==> src/sysconf_pkg.sv <==
// Shared constants, field layouts and types of the system configuration block
`default_nettype none
package sysconf_pkg;
  localparam int unsigned CORE_CLK_MHZ = 25;
  // Crystal silence that counts as a dead oscillator
  localparam int unsigned OSC_SILENCE_NS = 1000;
  localparam int unsigned OSC_SILENCE_CYCLES = (OSC_SILENCE_NS * CORE_CLK_MHZ + 999) / 1000;
  // One half clock period of the bus, modelled as one core cycle
  localparam int unsigned HALF_CLOCK_PERIOD_CYCLES = 1;
  localparam int unsigned SYNC_STAGES = 2;

  localparam int unsigned ADDR_W = 20;
  localparam logic [15:0] SYSCFG_INDEX = 16'hff12;
  localparam logic [15:0] STATUS_INDEX = 16'hff13;
  localparam logic [15:0] SYSCFG_RESET = 16'h0000;

  // Fields filled from straps after reset
  localparam int unsigned WRITE_CFG_POS = 7;
  localparam int unsigned BYTE_HIGH_DIS_POS = 9;
  localparam int unsigned INT_MEM_EN_POS = 10;
  localparam logic [15:0] STRAP_MASK = 16'h0680;
  localparam logic [1:0] STRAP_LOAD_COUNT = 2'h2;

  typedef struct packed {
    logic [2:0] stack_size_select;
    logic       internal_memory_segment_select;
    logic       segmentation_disable;
    logic       internal_memory_enable;
    logic       byte_high_disable;
    logic       clock_output_enable;
    logic       write_strobe_config;
    logic       chip_select_timing_config;
    logic       powerdown_config;
    logic       osc_watchdog_disable;
    logic       bidir_reset_pin_enable;
    logic       internal_peripheral_enable;
    logic       visible_mode;
    logic       peripheral_share_mode;
  } system_configuration_type;

  typedef struct packed {
    logic external_access_pin;
    logic bus_is_8bit;
    logic latched_write_config;
  } reset_strap_type;

  typedef struct packed {
    logic cpu_clock_from_pll;
    logic reset_pin_level;
    logic osc_clock_fail;
    logic powerdown_active;
  } block_status_type;

  function automatic logic [ADDR_W-1:0] byte_address(input logic [15:0] index);
    byte_address = {2'h0, index, 2'h0};
  endfunction

  // Stack size in words: 32 doubling per code, capped at 1024
  function automatic logic [10:0] stack_words(input logic [2:0] code);
    logic [2:0] capped;
    capped = (code > 3'h5) ? 3'h5 : code;
    stack_words = 11'h020 << capped;
  endfunction
endpackage
`default_nettype wire

==> src/osc_watchdog.sv <==
// Crystal activity monitor that flags a silent oscillator
`timescale 1ns/10ps
`default_nettype none
module osc_watchdog #(
  parameter int unsigned SILENCE_CYCLES = sysconf_pkg::OSC_SILENCE_CYCLES
) (
  input  wire logic core_clk,
  input  wire logic rst_n,
  input  wire logic crystal_input,
  input  wire logic watch_enable,
  output logic      osc_fail
);
  import sysconf_pkg::*;
  localparam int unsigned CW = $clog2(SILENCE_CYCLES + 1);

  if (SILENCE_CYCLES < 2) begin : g_bad_silence
    $error("osc_watchdog: silence count too small");
  end

  logic [1:0]    xtal_sync;
  logic          xtal_prev;
  logic [CW-1:0] silent_count;
  wire           xtal_edge = xtal_sync[1] ^ xtal_prev;
  wire           silence_done = (silent_count == CW'(SILENCE_CYCLES - 1));

  always_ff @(posedge core_clk or negedge rst_n) begin
    if (!rst_n) begin
      xtal_sync <= 2'h0;
      xtal_prev <= 1'b0;
    end else begin
      xtal_sync <= {xtal_sync[0], crystal_input};
      xtal_prev <= xtal_sync[1];
    end
  end

  // Sticky until monitoring is switched off
  always_ff @(posedge core_clk or negedge rst_n) begin
    if (!rst_n) begin
      silent_count <= '0;
      osc_fail     <= 1'b0;
    end else if (!watch_enable || xtal_edge) begin
      silent_count <= '0;
      osc_fail     <= osc_fail && watch_enable;
    end else if (silence_done) begin
      osc_fail <= 1'b1;
    end else begin
      silent_count <= silent_count + CW'(1);
    end
  end
endmodule
`default_nettype wire

==> src/chip_select_stage.sv <==
// Chip select output stage, latched or unlatched against address latch enable
`timescale 1ns/10ps
`default_nettype none
module chip_select_stage #(
  parameter int unsigned WIDTH = 5
) (
  input  wire logic             core_clk,
  input  wire logic             rst_n,
  input  wire logic             address_latch_enable,
  input  wire logic [WIDTH-1:0] cs_next,
  input  wire logic             unlatched_mode,
  output logic [WIDTH-1:0]      chip_select_outputs
);
  import sysconf_pkg::*;

  if (WIDTH < 1) begin : g_bad_width
    $error("chip_select_stage: WIDTH must be at least 1");
  end
  if (HALF_CLOCK_PERIOD_CYCLES != 1) begin : g_bad_delay
    $error("chip_select_stage: one cycle delay only");
  end

  logic             ale_prev;
  logic             pending;
  logic [WIDTH-1:0] held;
  wire              ale_rise = address_latch_enable && !ale_prev;

  always_ff @(posedge core_clk or negedge rst_n) begin
    if (!rst_n) begin
      ale_prev            <= 1'b0;
      pending             <= 1'b0;
      held                <= '0;
      chip_select_outputs <= '0;
    end else begin
      ale_prev <= address_latch_enable;
      pending  <= ale_rise && !unlatched_mode;
      if (ale_rise) held <= cs_next;
      if (ale_rise && unlatched_mode) begin
        chip_select_outputs <= cs_next;
      end else if (pending) begin
        chip_select_outputs <= held;
      end
    end
  end
endmodule
`default_nettype wire

==> src/system_config_register.sv <==
// System configuration register with APB access and the chip-wide controls it steers
`timescale 1ns/10ps
`default_nettype none
module system_config_register #(
  parameter int unsigned CS_WIDTH      = 5,
  parameter int unsigned FAST_INT_W    = 8,
  parameter int unsigned CLK_DIV_W     = 4
) (
  input  wire logic                          core_clk,
  input  wire logic                          rst_n,
  input  wire logic                          psel,
  input  wire logic                          penable,
  input  wire logic                          pwrite,
  input  wire logic [sysconf_pkg::ADDR_W-1:0] paddr,
  input  wire logic [31:0]                   pwdata,
  output logic                               pready,
  output logic [31:0]                        prdata,
  output logic                               pslverr,
  input  wire sysconf_pkg::reset_strap_type  reset_straps,
  input  wire logic                          hold_mode,
  input  wire logic                          internal_reset_active,
  input  wire logic                          reset_input_pin_in,
  output logic                               reset_input_pin_out,
  output logic                               reset_input_pin_oe,
  input  wire logic                          crystal_input,
  input  wire logic                          pll_bypassed,
  input  wire logic                          powerdown_instruction,
  input  wire logic                          nmi_pin,
  input  wire logic [FAST_INT_W-1:0]         fast_external_interrupt_pin,
  input  wire logic [FAST_INT_W-1:0]         fast_interrupt_enable,
  input  wire logic                          address_latch_enable,
  input  wire logic [CS_WIDTH-1:0]           chip_select_next,
  input  wire logic [CLK_DIV_W-1:0]          clock_output_divider,
  output logic [CS_WIDTH-1:0]                chip_select_outputs,
  output logic                               xbus_external_block,
  output logic                               xram_hold_access,
  output logic                               xbus_visible,
  output logic                               xbus_enable,
  output logic                               cpu_clock_from_pll,
  output logic                               pll_power_off,
  output logic                               powerdown_active,
  output logic                               split_write_strobes,
  output logic                               clock_output_pin,
  output logic                               clock_output_pin_oe,
  output logic                               byte_high_enable_pin_enable,
  output logic                               flash_area_external,
  output logic                               save_code_segment,
  output logic [7:0]                         internal_memory_segment,
  output logic [10:0]                        stack_size_words
);
  import sysconf_pkg::*;

  if (FAST_INT_W < 1 || CS_WIDTH < 1 || CLK_DIV_W < 1) begin : g_bad_width
    $error("bad width parameter");
  end

  system_configuration_type cfg;
  block_status_type         status;
  logic                     strap_pending;
  logic [1:0]               strap_count;
  reset_strap_type          strap_sync [SYNC_STAGES];
  logic [1:0]               nmi_sync;
  logic [1:0]               rst_pin_sync;
  logic [FAST_INT_W-1:0]    fast_sync [SYNC_STAGES];
  logic [CLK_DIV_W-1:0]     clk_div_count;
  logic                     osc_fail;

  // Bus decode
  wire logic [ADDR_W-1:0] syscfg_addr = byte_address(SYSCFG_INDEX);
  wire logic [ADDR_W-1:0] status_addr = byte_address(STATUS_INDEX);
  wire logic hit_cfg = (paddr == syscfg_addr);
  wire logic hit_status = (paddr == status_addr);
  wire logic setup_phase = psel && !penable;
  wire logic access_done = psel && penable && pready;
  wire logic cfg_write = access_done && pwrite && hit_cfg && !pslverr;
  wire logic [15:0] read_word;
  wire logic addr_error;

  assign read_word = hit_cfg ? cfg : (hit_status ? {12'h000, status} : 16'h0000);
  assign addr_error = !(hit_cfg || hit_status) || (pwrite && hit_status);

  // Pin level and power-down conditions
  wire logic [FAST_INT_W-1:0] fast_active = fast_sync[1] & fast_interrupt_enable;
  wire logic external_reset = !rst_pin_sync[1];
  wire logic pd_entry_ok = cfg.powerdown_config ? !(|fast_active) : !nmi_sync[1];
  wire logic pd_exit = external_reset || (cfg.powerdown_config && (|fast_active));
  wire logic osc_watch = !cfg.osc_watchdog_disable && pll_bypassed;
  wire logic clk_div_wrap = (clk_div_count == clock_output_divider);

  assign status = '{cpu_clock_from_pll: cpu_clock_from_pll,
                    reset_pin_level:    rst_pin_sync[1],
                    osc_clock_fail:     osc_fail,
                    powerdown_active:   powerdown_active};

  // APB answer, ready one cycle after setup
  always_ff @(posedge core_clk or negedge rst_n) begin
    if (!rst_n) begin
      pready  <= 1'b0;
      prdata  <= 32'h0000_0000;
      pslverr <= 1'b0;
    end else begin
      pready  <= setup_phase;
      pslverr <= setup_phase && addr_error;
      prdata  <= (setup_phase && !pwrite) ? {16'h0000, read_word} : 32'h0000_0000;
    end
  end

  // Strap capture after reset release, through synchronisers
  always_ff @(posedge core_clk or negedge rst_n) begin
    if (!rst_n) begin
      strap_sync[0] <= '0;
      strap_sync[1] <= '0;
      strap_count   <= 2'h0;
      strap_pending <= 1'b1;
    end else begin
      strap_sync[0] <= reset_straps;
      strap_sync[1] <= strap_sync[0];
      if (strap_pending) strap_count <= strap_count + 2'h1;
      if (strap_count == STRAP_LOAD_COUNT) strap_pending <= 1'b0;
    end
  end

  // Configuration register
  always_ff @(posedge core_clk or negedge rst_n) begin
    if (!rst_n) begin
      cfg <= SYSCFG_RESET;
    end else if (strap_pending && strap_count == STRAP_LOAD_COUNT) begin
      cfg.write_strobe_config    <= !strap_sync[1].latched_write_config;
      cfg.byte_high_disable      <= strap_sync[1].bus_is_8bit;
      cfg.internal_memory_enable <= strap_sync[1].external_access_pin;
    end else if (cfg_write) begin
      cfg <= pwdata[15:0];
    end
  end

  // Pin synchronisers
  always_ff @(posedge core_clk or negedge rst_n) begin
    if (!rst_n) begin
      nmi_sync     <= 2'h3;
      rst_pin_sync <= 2'h3;
      fast_sync[0] <= '0;
      fast_sync[1] <= '0;
    end else begin
      nmi_sync     <= {nmi_sync[0], nmi_pin};
      rst_pin_sync <= {rst_pin_sync[0], reset_input_pin_in};
      fast_sync[0] <= fast_external_interrupt_pin;
      fast_sync[1] <= fast_sync[0];
    end
  end

  // Bus and pin controls
  always_ff @(posedge core_clk or negedge rst_n) begin
    if (!rst_n) begin
      xbus_external_block <= 1'b1;
      xram_hold_access    <= 1'b0;
      xbus_visible        <= 1'b0;
      xbus_enable         <= 1'b0;
      reset_input_pin_out <= 1'b0;
      reset_input_pin_oe  <= 1'b0;
    end else begin
      xbus_external_block <= !cfg.peripheral_share_mode;
      xram_hold_access    <= cfg.peripheral_share_mode && hold_mode;
      xbus_visible        <= cfg.visible_mode && cfg.internal_peripheral_enable;
      xbus_enable         <= cfg.internal_peripheral_enable;
      reset_input_pin_out <= 1'b0;
      reset_input_pin_oe  <= cfg.bidir_reset_pin_enable && internal_reset_active;
    end
  end

  // Clock source, power-down and clock output
  always_ff @(posedge core_clk or negedge rst_n) begin
    if (!rst_n) begin
      cpu_clock_from_pll  <= 1'b0;
      pll_power_off       <= 1'b0;
      powerdown_active    <= 1'b0;
      clk_div_count       <= '0;
      clock_output_pin    <= 1'b0;
      clock_output_pin_oe <= 1'b0;
    end else begin
      cpu_clock_from_pll <= osc_watch ? osc_fail : !pll_bypassed;
      pll_power_off      <= cfg.osc_watchdog_disable && pll_bypassed;
      if (powerdown_active && pd_exit) begin
        powerdown_active <= 1'b0;
      end else if (powerdown_instruction && pd_entry_ok) begin
        powerdown_active <= 1'b1;
      end
      clk_div_count       <= clk_div_wrap ? '0 : clk_div_count + CLK_DIV_W'(1);
      clock_output_pin_oe <= cfg.clock_output_enable;
      if (!cfg.clock_output_enable) begin
        clock_output_pin <= 1'b0;
      end else if (clk_div_wrap) begin
        clock_output_pin <= !clock_output_pin;
      end
    end
  end

  // Memory, stack and write strobe controls
  always_ff @(posedge core_clk or negedge rst_n) begin
    if (!rst_n) begin
      split_write_strobes         <= 1'b0;
      byte_high_enable_pin_enable <= 1'b1;
      flash_area_external         <= 1'b1;
      save_code_segment           <= 1'b1;
      internal_memory_segment     <= 8'h00;
      stack_size_words            <= 11'h020;
    end else begin
      split_write_strobes         <= cfg.write_strobe_config;
      byte_high_enable_pin_enable <= !cfg.byte_high_disable;
      flash_area_external         <= !cfg.internal_memory_enable;
      save_code_segment           <= !cfg.segmentation_disable;
      internal_memory_segment     <= {7'h00, cfg.internal_memory_segment_select};
      stack_size_words            <= stack_words(cfg.stack_size_select);
    end
  end

  osc_watchdog u_osc_watchdog (
    .core_clk      (core_clk),
    .rst_n         (rst_n),
    .crystal_input (crystal_input),
    .watch_enable  (osc_watch),
    .osc_fail      (osc_fail)
  );

  chip_select_stage #(
    .WIDTH (CS_WIDTH)
  ) u_chip_select_stage (
    .core_clk             (core_clk),
    .rst_n                (rst_n),
    .address_latch_enable (address_latch_enable),
    .cs_next              (chip_select_next),
    .unlatched_mode       (cfg.chip_select_timing_config),
    .chip_select_outputs  (chip_select_outputs)
  );
endmodule
`default_nettype wire

==> config.mk <==
export PLATFORM = sky130hd
export DESIGN_NAME = system_config_register
export DESIGN_NICKNAME = d
export VERILOG_FILES = /design/src/sysconf_pkg.sv /design/src/osc_watchdog.sv /design/src/chip_select_stage.sv /design/src/system_config_register.sv
export SDC_FILE = /design/constraint.sdc
export NUM_CORES = 1
export LEC_CHECK = 0
export ABC_AREA = 0
export BUFFER_PORTS_ARGS = -buffer_cell sky130_fd_sc_hd__clkbuf_2
export CORE_MARGIN = 2
export CORE_UTILIZATION = 35
export CTS_BUF_LIST = sky130_fd_sc_hd__clkbuf_16
export DETAILED_ROUTE_END_ITERATION = 16
export PLACE_DENSITY = 0.59
export SLEW_MARGIN = 25
export SYNTH_ARGS = -nofsm -noshare
export SYNTH_HDL_FRONTEND = slang
export SYNTH_SLANG_ARGS = --single-unit
==> constraint.sdc <==
create_clock -name core_clk -period 1.7 [get_ports core_clk]
set_clock_uncertainty 0.05 [all_clocks]
set_input_delay 0.085 -clock core_clk [delete_from_list [all_inputs] [get_ports core_clk]]
set_output_delay 0.085 -clock core_clk [all_outputs]
set_load 0.02 [all_outputs]
==> results.json <==
{
  "status": "complete, no violations",
  "numCtsBuffers": 9,
  "core-area_um2": 11600,
  "wl_per_cell_um": 13.1,
  "irDropWorstVdd_uv": 483,
  "p_leak_nw": 2.89,
  "nets": 581,
  "postLayoutCellArea_um2": 5670,
  "ff2ff_path_depth": 6,
  "async_flop_share_pct": 100,
  "gp_congestion": 0.779,
  "drive_gt1_share_pct": 37.0,
  "synth_edf_count": 0,
  "cts.clk_slew.worst_paths_ps": 70,
  "grt_max_degree": 45,
  "clkPwrFrac_pct": 35.9,
  "clk_latency_ps": 330,
  "synth-seq-cells": 109,
  "vias": 2728,
  "rr_startpoint": "strap_count[0]",
  "yosysSeqAreaShare_pct": 65.4,
  "rows": 39,
  "fill_cells": 1034,
  "die_x_um": 113,
  "drc": 0,
  "place_area_um2": 4950,
  "grt_pass1_vias": 2845,
  "cts_buffer_depth": 2,
  "avgViaCountPerCell": 4.32,
  "grt.total_usage_pct": 13.4,
  "fin_crit_ps": 1620,
  "syn_area_um2": 4190,
  "critPathLaunchType": "input pin",
  "io_buffers": 120,
  "antenna_left": 0,
  "htreeDepth": 3,
  "total_power_mw": 5.47,
  "cp_max_fo": 13,
  "power_frac_seq_pct": 51.9,
  "synthCells": 305,
  "drtPass1Iterations": 4,
  "die_y_um": 113,
  "routed_wl_um": 8300,
  "grt-ovfl-total": 0,
  "cts_setup_buffers": 0,
  "synthFlopType": "dfrtp_1",
  "period_share_pct": 95.3,
  "clock_tree.root_cell": "clkbuf_16",
  "io_pins": 166,
  "synthToLayoutAreaGrowth_pct": 35.1,
  "startpoint": "pwrite",
  "antenna_found_initial": 0,
  "r2r_slack_ps": 130,
  "cp.arrival_ps": 1790,
  "n_antenna_cell": 0,
  "synth-warning-count": 0,
  "dieArea_um2": 12900,
  "comb_power_share_pct": 12.1,
  "switching_power_mw": 1.39,
  "finalSetupViolations": 0,
  "worstSetupEndpoint": "cfg[4]",
  "synth.distinct_cells": 41,
  "hold_path.class": "in -> reg",
  "cts_tree": "yes",
  "grt_first_pass_wirelength_um": 13600,
  "hold_viol_final": 0,
  "max_freq_ghz": 0.617,
  "rsz0062_at_grt": "false",
  "cp-end-kind": "register",
  "max_cap_viol_count": 0,
  "fin_setup_tns_ps": 0,
  "report.final.slew_viol_count": 0,
  "path_class": "in -> reg",
  "reg2reg_to": "cfg[0]",
  "switching_share_pct": 25.4,
  "cts_resized": 0,
  "intPower_mw": 4.09,
  "avgSynthCellArea_um2": 13.7,
  "cts_sinks": 109,
  "dp_hpwl_um": 6200,
  "start_util_pct": 36.3,
  "drt-initial-drc-count": 104,
  "required_ps": 1870,
  "power.density_nw_per_um2": 966,
  "hold_start": "powerdown_instruction"
}
power groups by stage:
stage                     registers, mW  logic [mW]  clock network [mW]
after floorplan                    2.92       0.357                   0
after global placement             2.89       0.584                   0
after detailed placement           2.90       0.597                   0
after CTS                          2.85       0.678                2.03
after global routing               2.86       0.747                2.12
final                              2.84       0.663                1.97
cell type report:
class	count	area [um2]	area share (%)
clock buffers	9	225	3.98
multi-input cells	180	1270	22.4
inverters	10	37.5	0.663
well taps	143	179	3.16
clock inverters	7	61.3	1.08
flip-flops and latches	109	2740	48.4
repair buffers	174	1150	20.4
worst min-delay path by stage:
stage | endpoint | slack (ps) | depth (start not counted)
6_report | powerdown_active | 20 | 3
5_1_grt | powerdown_active | 30 | 3
4_1_cts | powerdown_active | 4 | 3
3_5_place_dp | prdata[15] | 10 | 1
3_3_place_gp | clk_div_count[2] | 0.7 | 1
2_1_floorplan | cfg[0] | -260 | 0
synthesized netlist by cell type (2+ instances only):
master	count	area [um2]
a31oi_1	3	18.8
clkbuf_1	2	7.51
nor3_1	4	20.0
ha_1	4	50.1
and2_1	15	93.8
inv_1	10	37.5
dfstp_2	10	263
nand3_1	4	20.0
buf_6	2	22.5
nor2_1	21	78.8
and3_1	2	12.5
nor2b_1	7	43.8
mux2_2	8	90.1
mux2i_1	10	100
buf_4	29	218
nor3b_1	4	30.0
o21ai_0	5	25.0
nand2b_1	2	12.5
xnor2_1	3	26.3
dfrtp_1	99	2480
a21oi_1	7	35.0
xor2_1	10	87.6
nand4_1	5	31.3
a22oi_1	4	30.0
nor4_2	2	25.0
and4b_1	3	30.0
nand2_1	7	26.3
mux2_4	10	150
state kept, by name (all words and copies together), names as in the netlist, 2 cells and up:
signal                                   cells
clk_div_count                                4
prdata                                      16
fast_sync                                   16
strap_sync                                   6
strap_count                                  2
cfg                                         16
u_chip_select_stage.chip_select_outputs      5
rst_pin_sync                                 2
u_osc_watchdog.silent_count                  5
stack_size_words                             6
u_chip_select_stage.held                     5
u_osc_watchdog.xtal_sync                     2
nmi_sync                                     2
critical path, stage by stage:
cell,delay (ps)
dlygate4sd3_1,550
clkbuf_2,120
and4b_1,250
and2_4,180
nand4_4,120
buf_12,180
mux2_4,300
placed cells by master, fill, tap and decap left out, types with 2 or more instances in the layout:
cell type,instances
xor2_1,10
and2_1,15
conb_1,29
xnor2_1,3
dfstp_2,10
clkbuf_16,9
a21oi_1,7
buf_4,9
clkbuf_2,119
o21ai_0,5
buf_12,3
dlygate4sd3_1,43
clkinv_2,2
a31oi_1,3
and3_1,2
and4b_1,3
nor4_2,2
ha_1,4
dfrtp_1,99
inv_6,2
clkinv_4,2
nand4_1,5
nor3b_1,4
nand3_1,4
nor2_1,21
nand2_1,7
a22oi_1,4
mux2i_1,10
mux2_4,10
nor3_1,4
nor2b_1,7
mux2_2,8
nand2b_1,2
inv_1,10
repair_timing:
item                                    4_1_cts  5_1_grt
hold endpoints to repair                     77        0
endpoints found under the setup margin        0        0
hold buffers                                 43        0
layer usage:
layer / vias to the layer above / track usage, % / part of all wire [%]
met5: - / 0 / 0
met4: 0 / 3.66 / 0.95
met3: 10 / 3.35 / 6.1
met2: 81 / 23.2 / 51
met1: 1314 / 16.8 / 42
li1: 1323 / - / -
metrics by stage:
stage,hold WS [ps],instances,util (%),setup WS [ps]
after floorplan,-261,333,-,133
after global placement,0.703,573,42.8,108
after detailed placement,12.4,573,42.8,80.8
after CTS,4.19,632,49.0,86.6
after global routing,28.1,632,49.0,22.3
final,18.4,632,49.0,79.4
cells by family after synthesis:
kind of cell / synth area share, %
and+or+nand+nor: 12.5
DFF: 65.4
xor gates and xnor gates: 2.72
adders and majority gates: 1.19
buffers and inverters: 6.89
AOI/OAI and AO/OA: 3.16
other: 0.0894
muxes: 8.12
Power figures use the tool's default switching activity.
